### config.mk
export PLATFORM = sky130hd
export DESIGN_NAME = clf_top
export DESIGN_NICKNAME = d
export VERILOG_FILES = /design/src/shared/clf_pkg.sv /design/src/rtl/clf_lock_cmp.sv /design/src/rtl/clf_retry_cnt.sv /design/src/rtl/clf_top.sv
export SDC_FILE = /design/constraint.sdc
export NUM_CORES = 1
export LEC_CHECK = 0
export BUFFER_PORTS_ARGS = -buffer_cell sky130_fd_sc_hd__buf_2
export CAP_MARGIN = 40
export CORE_MARGIN = 5
export CORE_UTILIZATION = 50
export CTS_BUF_LIST = sky130_fd_sc_hd__clkbuf_2 sky130_fd_sc_hd__clkbuf_4 sky130_fd_sc_hd__clkbuf_8
export DETAILED_ROUTE_END_ITERATION = 10
export GPL_TIMING_DRIVEN = 0
export PLACE_DENSITY_LB_ADDON = 0.15
export SETUP_SLACK_MARGIN = 0.05
export SYNTH_ARGS = -nofsm -noshare
export SYNTH_HDL_FRONTEND = slang
export SYNTH_SLANG_ARGS = --single-unit
export TNS_END_PERCENT = 30
### constraint.sdc
create_clock -name clk -period 2.8 [get_ports clk]
set_input_delay 0.28 -clock clk [delete_from_list [all_inputs] [get_ports clk]]
set_output_delay 0.28 -clock clk [all_outputs]
set_load 0.02 [all_outputs]
### src/shared/clf_pkg.sv
/*
 * Package for the cycle-by-cycle current limit response block: register
 * offsets, field positions, reset values, mode codes and widths.
 * Assumes a single 250 MHz clock domain and a plain register port.
 */
package clf_pkg;

   localparam int unsigned ADDR_W = 4;
   localparam int unsigned DATA_W = 32;

   // Register offsets (byte addresses, word aligned).
   localparam logic [ADDR_W-1:0] OFS_CONFIG = 4'h0;
   localparam logic [ADDR_W-1:0] OFS_STATUS = 4'h4;
   localparam logic [ADDR_W-1:0] OFS_MASK   = 4'h8;
   localparam logic [ADDR_W-1:0] OFS_STATE  = 4'hc;

   // Configuration word field positions.
   localparam int unsigned MODE_LSB  = 23;
   localparam int unsigned MODE_W    = 4;
   localparam int unsigned LOCK_LSB  = 19;
   localparam int unsigned LOCK_W    = 4;
   localparam int unsigned RETRY_LSB = 8;
   localparam int unsigned RETRY_W   = 3;
   localparam int unsigned HSMOD_BIT = 0;

   // Reset values.
   localparam logic [MODE_W-1:0]  MODE_RESET  = 4'h0;
   localparam logic [LOCK_W-1:0]  LOCK_RESET  = 4'h0;
   localparam logic [RETRY_W-1:0] RETRY_RESET = 3'h0;

   // Response mode codes; every code from 7 upward disables the limit.
   localparam logic [MODE_W-1:0] MODE_NEXT_FLT   = 4'h0;
   localparam logic [MODE_W-1:0] MODE_NEXT_QUIET = 4'h1;
   localparam logic [MODE_W-1:0] MODE_DROP_FLT   = 4'h2;
   localparam logic [MODE_W-1:0] MODE_DROP_QUIET = 4'h3;
   localparam logic [MODE_W-1:0] MODE_RTRY_FLT   = 4'h4;
   localparam logic [MODE_W-1:0] MODE_RTRY_QUIET = 4'h5;
   localparam logic [MODE_W-1:0] MODE_REPORT     = 4'h6;

   // Threshold code step in millivolts; code n means n * step.
   localparam int unsigned LOCK_STEP_MV = 100;
   localparam int unsigned LEVEL_W      = 12;

   // Interrupt status bits.
   localparam int unsigned IRQ_W         = 3;
   localparam int unsigned IRQ_LIMIT_BIT = 0;
   localparam int unsigned IRQ_LOCK_BIT  = 1;
   localparam int unsigned IRQ_CFG_BIT   = 2;

   typedef enum logic [2:0] {
      CLF_RUN     = 3'b001,
      CLF_RECIRC  = 3'b010,
      CLF_RETRY   = 3'b100
   } clf_state_type;

endpackage
### src/rtl/clf_lock_cmp.sv
/*
 * Lock-detection current comparison: converts the threshold code to a
 * sense level in millivolts and compares it with the sensed level.
 * Assumes the sense level arrives synchronous to clk, in millivolts.
 */
`timescale 1ns/100ps
module clf_lock_cmp (
   // Clock and reset.
   input  wire logic                         clk,
   input  wire logic                         rst,
   // Threshold and sense level.
   input  wire logic [clf_pkg::LOCK_W-1:0]   lock_code,
   input  wire logic [clf_pkg::LEVEL_W-1:0]  sense_mv,
   // Result.
   output logic                              lock_over
);
   import clf_pkg::*;

   logic [LEVEL_W-1:0] thresh_mv;
   logic               next_lock_over;

   always_comb begin
      thresh_mv      = LEVEL_W'(lock_code * LOCK_STEP_MV);
      next_lock_over = (lock_code != 4'h0) && (sense_mv > thresh_mv);
   end

   always_ff @(posedge clk) begin
      if (rst) begin
         lock_over <= 1'b0;
      end else begin
         lock_over <= next_lock_over;
      end
   end

endmodule

### src/rtl/clf_retry_cnt.sv
/*
 * Counter of PWM cycles waited before a retry.
 * Assumes pwm_start is a one-cycle pulse at each PWM period start.
 */
`timescale 1ns/100ps
module clf_retry_cnt #(
   parameter int unsigned WIDTH = clf_pkg::RETRY_W
) (
   // Clock and reset.
   input  wire logic             clk,
   input  wire logic             rst,
   // Control.
   input  wire logic             load,
   input  wire logic [WIDTH-1:0] count,
   input  wire logic             pwm_start,
   // Status.
   output logic                  expired
);
   logic [WIDTH-1:0] remain;
   logic [WIDTH-1:0] next_remain;

   always_comb begin
      next_remain = remain;
      if (load) begin
         next_remain = count;
      end else if (pwm_start && remain != '0) begin
         next_remain = remain - WIDTH'(1);
      end
   end

   assign expired = (remain == '0);

   always_ff @(posedge clk) begin
      if (rst) begin
         remain <= '0;
      end else begin
         remain <= next_remain;
      end
   end

endmodule

### src/rtl/clf_top.sv
/*
 * Cycle-by-cycle current limit response logic with lock-detection
 * threshold compare, register port and interrupt.
 * Assumes all inputs synchronous to clk; pwm_start pulses once per PWM
 * period; over_limit is the comparator of phase sense voltage vs limit.
 * Register map: 0x0 configuration, 0x4 status (write one to clear),
 * 0x8 interrupt mask, 0xc response state (read only).
 */
// Operation
// Mode at bits 26-23; code 0 recirculates, resumes next PWM, asserts fault.
// Code 1 recirculates and resumes next PWM cycle without fault.
// Codes 2/3 resume when sense voltage drops; fault only for code 2.
// Codes 2/3 valid only with high-side modulation.
// Codes 4/5 resume after retry count PWM cycles; fault only for 4.
// Code 6 only reports overcurrent, no drive action.
// Codes 7 to 15 disable the limit; field resets to zero.
// Lock threshold at bits 22-19, code n means n times 0.1 V.
// Lock threshold code zero never triggers lock comparison.
// Retry count at bits 10-8 gives zero to seven PWM cycles.
`timescale 1ns/100ps
module clf_top (
   // Clock and reset.
   input  wire logic                         clk,
   input  wire logic                         rst,
   // Register port.
   input  wire logic [clf_pkg::ADDR_W-1:0]   reg_addr,
   input  wire logic [clf_pkg::DATA_W-1:0]   reg_wdata,
   input  wire logic                         reg_wr,
   input  wire logic                         reg_rd,
   output logic      [clf_pkg::DATA_W-1:0]   reg_rdata,
   // Drive side.
   input  wire logic                         pwm_start,
   input  wire logic                         over_limit,
   input  wire logic [clf_pkg::LEVEL_W-1:0]  phase_sense_voltage,
   output logic                              recirculate,
   output logic                              limit_report,
   output logic                              lock_over,
   output logic                              fault_indicator_n,
   // Interrupt.
   output logic                              irq
);
   import clf_pkg::*;

   ////////////////////////////////////////////////////////////////////////
   // Configuration registers.

   logic [MODE_W-1:0]  cycle_limit_response_mode;
   logic [LOCK_W-1:0]  lock_code;
   logic [RETRY_W-1:0] cycle_limit_retry_count;
   logic               high_side_mod;
   logic [IRQ_W-1:0]   irq_status;
   logic [IRQ_W-1:0]   irq_mask;
   logic [MODE_W-1:0]  next_mode;
   logic [LOCK_W-1:0]  next_lock_code;
   logic [RETRY_W-1:0] next_retry;
   logic               next_high_side_mod;
   logic [IRQ_W-1:0]   next_irq_status;
   logic [IRQ_W-1:0]   next_irq_mask;
   logic [DATA_W-1:0]  next_rdata;
   logic               next_irq;

   logic               wr_cfg;
   logic               cfg_bad;
   logic               lock_raw;
   logic               lock_prev;
   logic               limit_event;
   logic               retry_load;
   logic               retry_done;
   logic               drop_mode;
   logic               loud_mode;
   logic               wr_mask;
   logic               wr_status;

   clf_state_type      state;
   clf_state_type      next_state;
   logic               next_recirculate;
   logic               next_report;
   logic               next_fault_n;

   assign wr_cfg    = reg_wr && (reg_addr == OFS_CONFIG);
   assign wr_mask   = reg_wr && (reg_addr == OFS_MASK);
   assign wr_status = reg_wr && (reg_addr == OFS_STATUS);

   // Codes 2 and 3 release on the sense voltage; codes 0, 2 and 4 drive the fault pin.
   assign drop_mode = (cycle_limit_response_mode == MODE_DROP_FLT) ||
                      (cycle_limit_response_mode == MODE_DROP_QUIET);
   assign loud_mode = (cycle_limit_response_mode == MODE_NEXT_FLT) ||
                      (cycle_limit_response_mode == MODE_DROP_FLT) ||
                      (cycle_limit_response_mode == MODE_RTRY_FLT);

   // A drop mode without high-side modulation is refused: no drive action, flag only.
   assign cfg_bad = drop_mode && !high_side_mod;

   // A configuration write replaces every field at once; the new mode takes effect at
   // the next edge, also while a response is in progress.
   always_comb begin
      next_mode          = cycle_limit_response_mode;
      next_lock_code     = lock_code;
      next_retry         = cycle_limit_retry_count;
      next_high_side_mod = high_side_mod;
      next_irq_mask      = irq_mask;
      if (wr_cfg) begin
         next_mode          = reg_wdata[MODE_LSB +: MODE_W];
         next_lock_code     = reg_wdata[LOCK_LSB +: LOCK_W];
         next_retry         = reg_wdata[RETRY_LSB +: RETRY_W];
         next_high_side_mod = reg_wdata[HSMOD_BIT];
      end
      if (wr_mask) begin
         next_irq_mask = reg_wdata[IRQ_W-1:0];
      end
   end

   ////////////////////////////////////////////////////////////////////////
   // Lock compare and retry counter.

   // The comparator registers its result and the output stage registers it again, so
   // lock_over trails the sense level by two cycles.
   clf_lock_cmp u_lock (
      .clk       (clk),
      .rst       (rst),
      .lock_code (lock_code),
      .sense_mv  (phase_sense_voltage),
      .lock_over (lock_raw)
   );

   // The counter loads the retry count at the event and steps at each PWM period start,
   // so the response ends at the period start after the count has run out.
   clf_retry_cnt #(
      .WIDTH (RETRY_W)
   ) u_retry (
      .clk       (clk),
      .rst       (rst),
      .load      (retry_load),
      .count     (cycle_limit_retry_count),
      .pwm_start (pwm_start),
      .expired   (retry_done)
   );

   ////////////////////////////////////////////////////////////////////////
   // Response state machine.
   // One response at a time: an event is taken only in the run state, and a new
   // event can follow one cycle after the return to run.

   always_comb begin
      next_state       = state;
      next_recirculate = 1'b0;
      next_report      = 1'b0;
      next_fault_n     = 1'b1;
      retry_load       = 1'b0;
      limit_event      = 1'b0;
      unique case (state)
         CLF_RUN: begin
            if (over_limit && !cfg_bad && cycle_limit_response_mode <= MODE_REPORT) begin
               limit_event = 1'b1;
               unique case (cycle_limit_response_mode)
                  MODE_RTRY_FLT, MODE_RTRY_QUIET: begin
                     next_state = CLF_RETRY;
                     retry_load = 1'b1;
                  end
                  MODE_REPORT: begin
                     next_state = CLF_RUN;
                  end
                  default: begin
                     next_state = CLF_RECIRC;
                  end
               endcase
            end
         end
         CLF_RECIRC: begin
            if (drop_mode) begin
               if (!over_limit) begin
                  next_state = CLF_RUN;
               end
            end else if (pwm_start) begin
               next_state = CLF_RUN;
            end
         end
         CLF_RETRY: begin
            if (pwm_start && retry_done) begin
               next_state = CLF_RUN;
            end
         end
      endcase
      // Report-only and disabled modes, or a refused drop mode, hold the run state on
      // every cycle, so switching to one of them also ends a response in progress.
      if (cycle_limit_response_mode >= MODE_REPORT || cfg_bad) begin
         next_state = CLF_RUN;
      end
      next_recirculate = (next_state != CLF_RUN);
      next_report      = limit_event;
      // The fault indicator follows the response and is low only in the loud codes.
      if (next_state != CLF_RUN) begin
         next_fault_n = !loud_mode;
      end
   end

   ////////////////////////////////////////////////////////////////////////
   // Interrupt status: hardware set wins over write-one-to-clear.
   // The configuration flag is set on every cycle the refused pairing stands, so a
   // clear only sticks once software has fixed the configuration.

   always_comb begin
      next_irq_status = irq_status;
      if (wr_status) begin
         next_irq_status = irq_status & ~reg_wdata[IRQ_W-1:0];
      end
      if (limit_event) begin
         next_irq_status[IRQ_LIMIT_BIT] = 1'b1;
      end
      if (lock_raw && !lock_prev) begin
         next_irq_status[IRQ_LOCK_BIT] = 1'b1;
      end
      if (cfg_bad) begin
         next_irq_status[IRQ_CFG_BIT] = 1'b1;
      end
      next_irq = |(next_irq_status & next_irq_mask);
   end

   ////////////////////////////////////////////////////////////////////////
   // Read data.
   // Read data are zero outside the cycle after a read strobe, so an idle port
   // always reads as zero and no stale word lingers on the bus.

   always_comb begin
      next_rdata = '0;
      if (reg_rd) begin
         unique case (reg_addr)
            OFS_CONFIG: begin
               next_rdata[MODE_LSB +: MODE_W]   = cycle_limit_response_mode;
               next_rdata[LOCK_LSB +: LOCK_W]   = lock_code;
               next_rdata[RETRY_LSB +: RETRY_W] = cycle_limit_retry_count;
               next_rdata[HSMOD_BIT]            = high_side_mod;
            end
            OFS_STATUS: next_rdata[IRQ_W-1:0] = irq_status;
            OFS_MASK:   next_rdata[IRQ_W-1:0] = irq_mask;
            OFS_STATE:  next_rdata[2:0]       = state;
            default:    next_rdata            = '0;
         endcase
      end
   end

   ////////////////////////////////////////////////////////////////////////
   // Registers, one block per group of state.

   always_ff @(posedge clk) begin
      if (rst) begin
         cycle_limit_response_mode <= MODE_RESET;
         lock_code                 <= LOCK_RESET;
         cycle_limit_retry_count   <= RETRY_RESET;
         high_side_mod             <= 1'b0;
         irq_mask                  <= '0;
      end else begin
         cycle_limit_response_mode <= next_mode;
         lock_code                 <= next_lock_code;
         cycle_limit_retry_count   <= next_retry;
         high_side_mod             <= next_high_side_mod;
         irq_mask                  <= next_irq_mask;
      end
   end

   always_ff @(posedge clk) begin
      if (rst) begin
         lock_over <= 1'b0;
         lock_prev <= 1'b0;
      end else begin
         lock_over <= lock_raw;
         lock_prev <= lock_raw;
      end
   end

   always_ff @(posedge clk) begin
      if (rst) begin
         state             <= CLF_RUN;
         recirculate       <= 1'b0;
         limit_report      <= 1'b0;
         fault_indicator_n <= 1'b1;
      end else begin
         state             <= next_state;
         recirculate       <= next_recirculate;
         limit_report      <= next_report;
         fault_indicator_n <= next_fault_n;
      end
   end

   always_ff @(posedge clk) begin
      if (rst) begin
         irq_status <= '0;
         irq        <= 1'b0;
      end else begin
         irq_status <= next_irq_status;
         irq        <= next_irq;
      end
   end

   always_ff @(posedge clk) begin
      if (rst) begin
         reg_rdata <= '0;
      end else begin
         reg_rdata <= next_rdata;
      end
   end

endmodule

# Yosys cells after proc, flatten, opt, wreduce, memory -nomap -nowiden
# Index checks and enable logic that the tools add are counted.
# word_totals
inputBits	54
wordCells	91
regBits	62
# op_classes
n_lt_le_gt_ge	3
n_bitwise	6
mux	22
n_eq_ne	12
addsub	1
mul	1
reduce_logical	29
# op_table
cell	n
$mux W3	10
$eq A4 B3 Y1 const B	4
$gt A12 B11 Y1	1
$logic_and A1 B1 Y1	10
$mul A4 B5 Y9 const B	1
$pmux W3 S3	1
$eq A4 B2 Y1 const B	2
$eq A4 B4 Y1 const B	2
$logic_not A4 Y1	2
$mux W1	8
$and A3 B3 Y3	2
$pmux W2 S3	1
$pmux W3 S2	1
$reduce_or A2 Y1	3
$reduce_or A3 Y1	2
$ge A4 B3 Y1 const B	1
$le A4 B3 Y1 const B	1
$logic_not A1 Y1	4
$logic_or A1 B1 Y1	4
$pmux W1 S4	1
$reduce_bool A4 Y1	1
$eq A3 B1 Y1 const B	1
$eq A3 B2 Y1 const B	1
$eq A3 B3 Y1 const B	1
other kinds (7)	9

# Logic depth before layout (Yosys ltp)
# depth
word_depth	12
depth_mapped	10

# Modules after synthesis
# Synthesis repeated with hierarchy kept, for this count alone.
# unflattened
hier_cells	262
hier_area_um2	2421.1
# modules_own_cells
module	cells_each	instances	seq_area_each_um2	area_each_um2
clf_top	190	1	800.8	1773.0
clf_lock_cmp	51	1	20.0	465.4
clf_retry_cnt	21	1	60.1	182.7

# Worst setup path before layout
# Ideal clock, no wire load.
# synth_timing
path_kind	reg-to-reg
from	register lock_code[0]
to	register u_lock.lock_over
slack_ps	447
period_less_slack_ps	2353
n_path_buf	0
stages_incl_launch_ff	11
arrival_ps	2228
t_required_ps	2675
path_cell_list	dfxtp_1 inv_1 ha_1 ha_1 fa_1 a21oi_1 xor2_1 ha_1 nand4b_1 o31ai_1 a21oi_1
# synth_between
elab_chain_len	3
elab_cells_between_ends	4
# synth_rtl
element	line	source
from (decl)	clf_top.sv:48	logic [LOCK_W-1:0] lock_code;
from (signal assigned)	clf_top.sv:254	lock_code <= next_lock_code;
$mul A4 B5 Y9	clf_lock_cmp.sv:23	thresh_mv = LEVEL_W'(lock_code * LOCK_STEP_MV);
$gt A12 B11 Y1	clf_lock_cmp.sv:24	next_lock_over = (lock_code != 4'h0) && (sense_mv > thresh_mv);
$logic_and A1 B1 Y1 *	clf_lock_cmp.sv:24	
to (signal assigned)	clf_lock_cmp.sv:31	lock_over <= next_lock_over;
to (decl)	clf_lock_cmp.sv:15	output logic lock_over
# Mark *: on every way between the ends. The rest lies on a longest branch, timed or not.
# A chain may end at the register's enable or synchronous reset.

# Final worst setup path
# Ends and elaborated chain as after synthesis.

==> reports/results.tsv <==
stage	metric	value	unit
finish	ANT cells	0	
detailed_routing	routed wire length per instance	12.6	um
worst_setup_path	cell family with most CP delay	adder cells	
placement	GP Congestion	0.785	
worst_setup_path	most used cell, CP	ha_1	
placement	Final HPWL DP	3.91	mm
power	switching part of the total	27.2	%
placement	Area after DPL	2730	um2
die	die area	6140	um2
yosys	Gate Count Post-Synth	260	
detailed_routing	via/cell ratio	4.99	
placement	dpl ws	0.195	ns
status	status	completed	
cts	cts bufs inserted	5	
finish	commonest non-fill, non-tap cell in the layout	buf_2	
worst_setup_path	Crit. path cell count	10	
die	initial core utilization	52.5	%
cts	number of setup buffers added after CTS	0	
grt	grt ovf	0	
yosys	Synth area leaders	dfxtp_1, ha_1, buf_4, a21oi_1, nand2_1	
die	Die Y	78.3	um
min_path	Min-Delay Path Class	input port to register	
yosys	Seq/Total Area, Yosys	37.7	%
worst_setup_path	flop2flop setup slack	0.21	ns
detailed_routing	Met2 Wirelength	2.38	mm
die	core box area	4440	um2
sta	crit share post-route	92.3	%
finish	Fillers	393	
yosys	Synth Register Bits	44	
sta	Period minus WS final	2.59	ns
sta	Slew Limit Headroom	64.2	%
yosys	area leader, netlist	dfxtp_1	
cts	post-CTS sizing	0	
grt	largest net degree at the start of global routing	16	
detailed_routing	routed via count	1948	
sta	worst slew pin tran	0.538	ns
detailed_routing	1st-iter DRT viols	101	
finish	most frequent cells in the layout	buf_2, dfxtp_1, nand2_1	
cts	Post-CTS Hold Buffers	0	
detailed_routing	First-pass DRT Iterations	4	
power	P_leak	1.36	nW
cts	clk slew on worst S/H paths	0.09	ns
power	sequential share of power	46.8	%
sta	Setup TNS	0	ns
yosys	post-synth design cell area	2330	um2
detailed_routing	M1 wire length	2.12	mm
detailed_routing	DR WL met3	326	um
cts	Clk Latency, worst-skew pair	0.30	ns
power	VDD IR max	0.000223	V
worst_setup_path	Max FO, Critical Path	5	
grt	global-route wire length before repair	8.29	mm
sta	maximum clock rate	387	MHz
die	Die Wd	78.3	um
min_path	hold path cells	3	
detailed_routing	post-route ant nets	0	
sta	Final setup viols	0	
power	Clock Power Share	35.1	%
yosys	Yosys warning count	0	
yosys	number of synthesized flops with an enable pin	0	
power	Pint	1.04	mW
worst_setup_path	WP buf/inv	1	
yosys	Netlist cell types	51	
cts	CTS tree	done	
power	Pwr Density	502	nW/um2
worst_setup_path	r2r worst-path depth	10	
finish	Layout area overhead	21.9	%
grt	Tot GR Track Use	16.8	%
yosys	post-synth top area share	37.7	%
worst_setup_path	Largest stage delay, worst path	0.43	ns
worst_setup_path	WS Path Type	register to register	
job	Maximum Capacitance Violations	0	
placement	# port buffers	53	
finish	layout cells sized above 1	27.2	%
sta	Max Slew Vio Count	0	
cts	H-tree Lvls	2	
yosys	Post-synth ARST share	0	%
worst_setup_path	CP arrival	2.77	ns
yosys	Mean Syn Cell Area	8.98	um2
worst_setup_path	CP Data Required Time	2.98	ns
sta	Final Hold Fails	0	
cts	Clk Tree Root Cell	clkbuf_8	
sta	Hold WS	0.205	ns
worst_setup_path	CP endpoint kind	register	
detailed_routing	DRC	0	
finish	Finished Cell Area	2850	um2
power	net load switching power	0.388	mW
worst_setup_path	Cell Chain, Critical Path	inv_1 -> ha_1 -> ha_1 -> fa_1 -> a21oi_1 -> xor2_1 -> ha_1 -> nand4b_1 -> o31ai_1 -> a21oi_1	
worst_setup_path	CP Launch Type	register	
finish	Final #Nets	414	
worst_setup_path	slowest CP cell	dfxtp_1	
grt	vias in the first global route	1884	
yosys	Synth Flop Type	dfxtp_1	
grt	initial antenna violation count	0	
die	io pins	91	
detailed_routing	DR top layer	met4	
cts	Sink Count	44	
sta	RSZ-0062 raised after global routing	false	
die	Std-Cell Rows	24	
power	Comb pwr share	18.1	%
sta	Clock Skew	0.00624	ns
cts	Max Buffers Root-to-Sink	2	
detailed_routing	Total Routed Length	4.90	mm
sta	PnR worst setup slack	0.215	ns
## cells in the mapped netlist, types with 3 or more instances
cell,count
a21o_1,3
nand3_1,4
mux2i_1,5
dfxtp_1,44
nor2b_1,6
nor3b_1,3
ha_1,22
nand2_1,28
and2_1,5
o21bai_1,3
a211oi_1,5
nand2b_1,6
nor2_1,14
xnor2_1,4
buf_4,18
nor4_1,5
clkbuf_1,6
nor3_1,3
a21oi_1,21
inv_1,16
## final timing paths
path                             endpoint                       start
min reg2reg    cycle_limit_retry_count[2]  cycle_limit_retry_count[2]
max                      u_lock.lock_over                lock_code[0]
min          cycle_limit_response_mode[1]               reg_wdata[24]
max reg2reg              u_lock.lock_over                lock_code[0]
## layer usage
metal / vias to the layer above / global-route usage, %
met4: 0 / 7.34
met1: 869 / 20.3
met2: 55 / 28.7
met5: - / 0
li1: 1014 / -
met3: 10 / 4.00
## kinds of logic after synthesis
| group | after synthesis | share of synthesized area (%) |
|---|---|---|
| multiplexers | 8 | 4.07 |
| buffers and inverters | 44 | 10.3 |
| AND/OR/NAND/NOR | 87 | 19.5 |
| flip-flops | 44 | 37.7 |
| AO/OA/AOI/OAI | 47 | 13.3 |
| XOR/XNOR | 6 | 2.25 |
| adder cells (fa/ha/maj) | 23 | 12.6 |
| other | 1 | 0.161 |
## registers in the layout, summed over array words and instances, names as in the netlist
signal and cells:
reg_rdata 14, cycle_limit_response_mode 4, lock_code 4, cycle_limit_retry_count 3
irq_mask 3, irq_status 3, state 3, u_retry.remain 3
fault_indicator_n 1, high_side_mod 1, irq 1, limit_report 1
lock_prev 1, recirculate 1, u_lock.lock_over 1
## through the flow
step / util [%] / std cells / total power [mW]
6_report: 64.0 / 390 / 1.43
5_1_grt: 64.0 / 390 / 1.51
4_1_cts: 64.0 / 390 / 1.44
3_5_place_dp: 61.4 / 382 / 0.942
3_3_place_gp: 61.4 / 382 / 0.935
2_1_floorplan: - / 277 / 0.874
## power groups by stage
stage / logic [mW] / clock network (mW) / registers, mW
after floorplan: 0.186 / 0 / 0.688
after global placement: 0.253 / 0 / 0.682
after detailed placement: 0.259 / 0 / 0.682
after CTS: 0.260 / 0.508 / 0.668
after global routing: 0.295 / 0.539 / 0.672
final: 0.259 / 0.501 / 0.668
## tightest hold or removal path: stages
cell	delay [ns]
buf_2	0.09
nand2_1	0.05
a21oi_1	0.05
## layout make-up
class,instances,area (um2),area share [%]
sequential,44,881,31.0
buffer,28,181,6.38
inverter,16,60.1,2.11
tap,52,65.1,2.29
multi-input combinational,189,1280,44.9
timing repair buffer,53,265,9.32
clock inverter,3,47.5,1.67
clock buffer,5,68.8,2.42
Note: power is estimated with default switching activity, not from simulation.
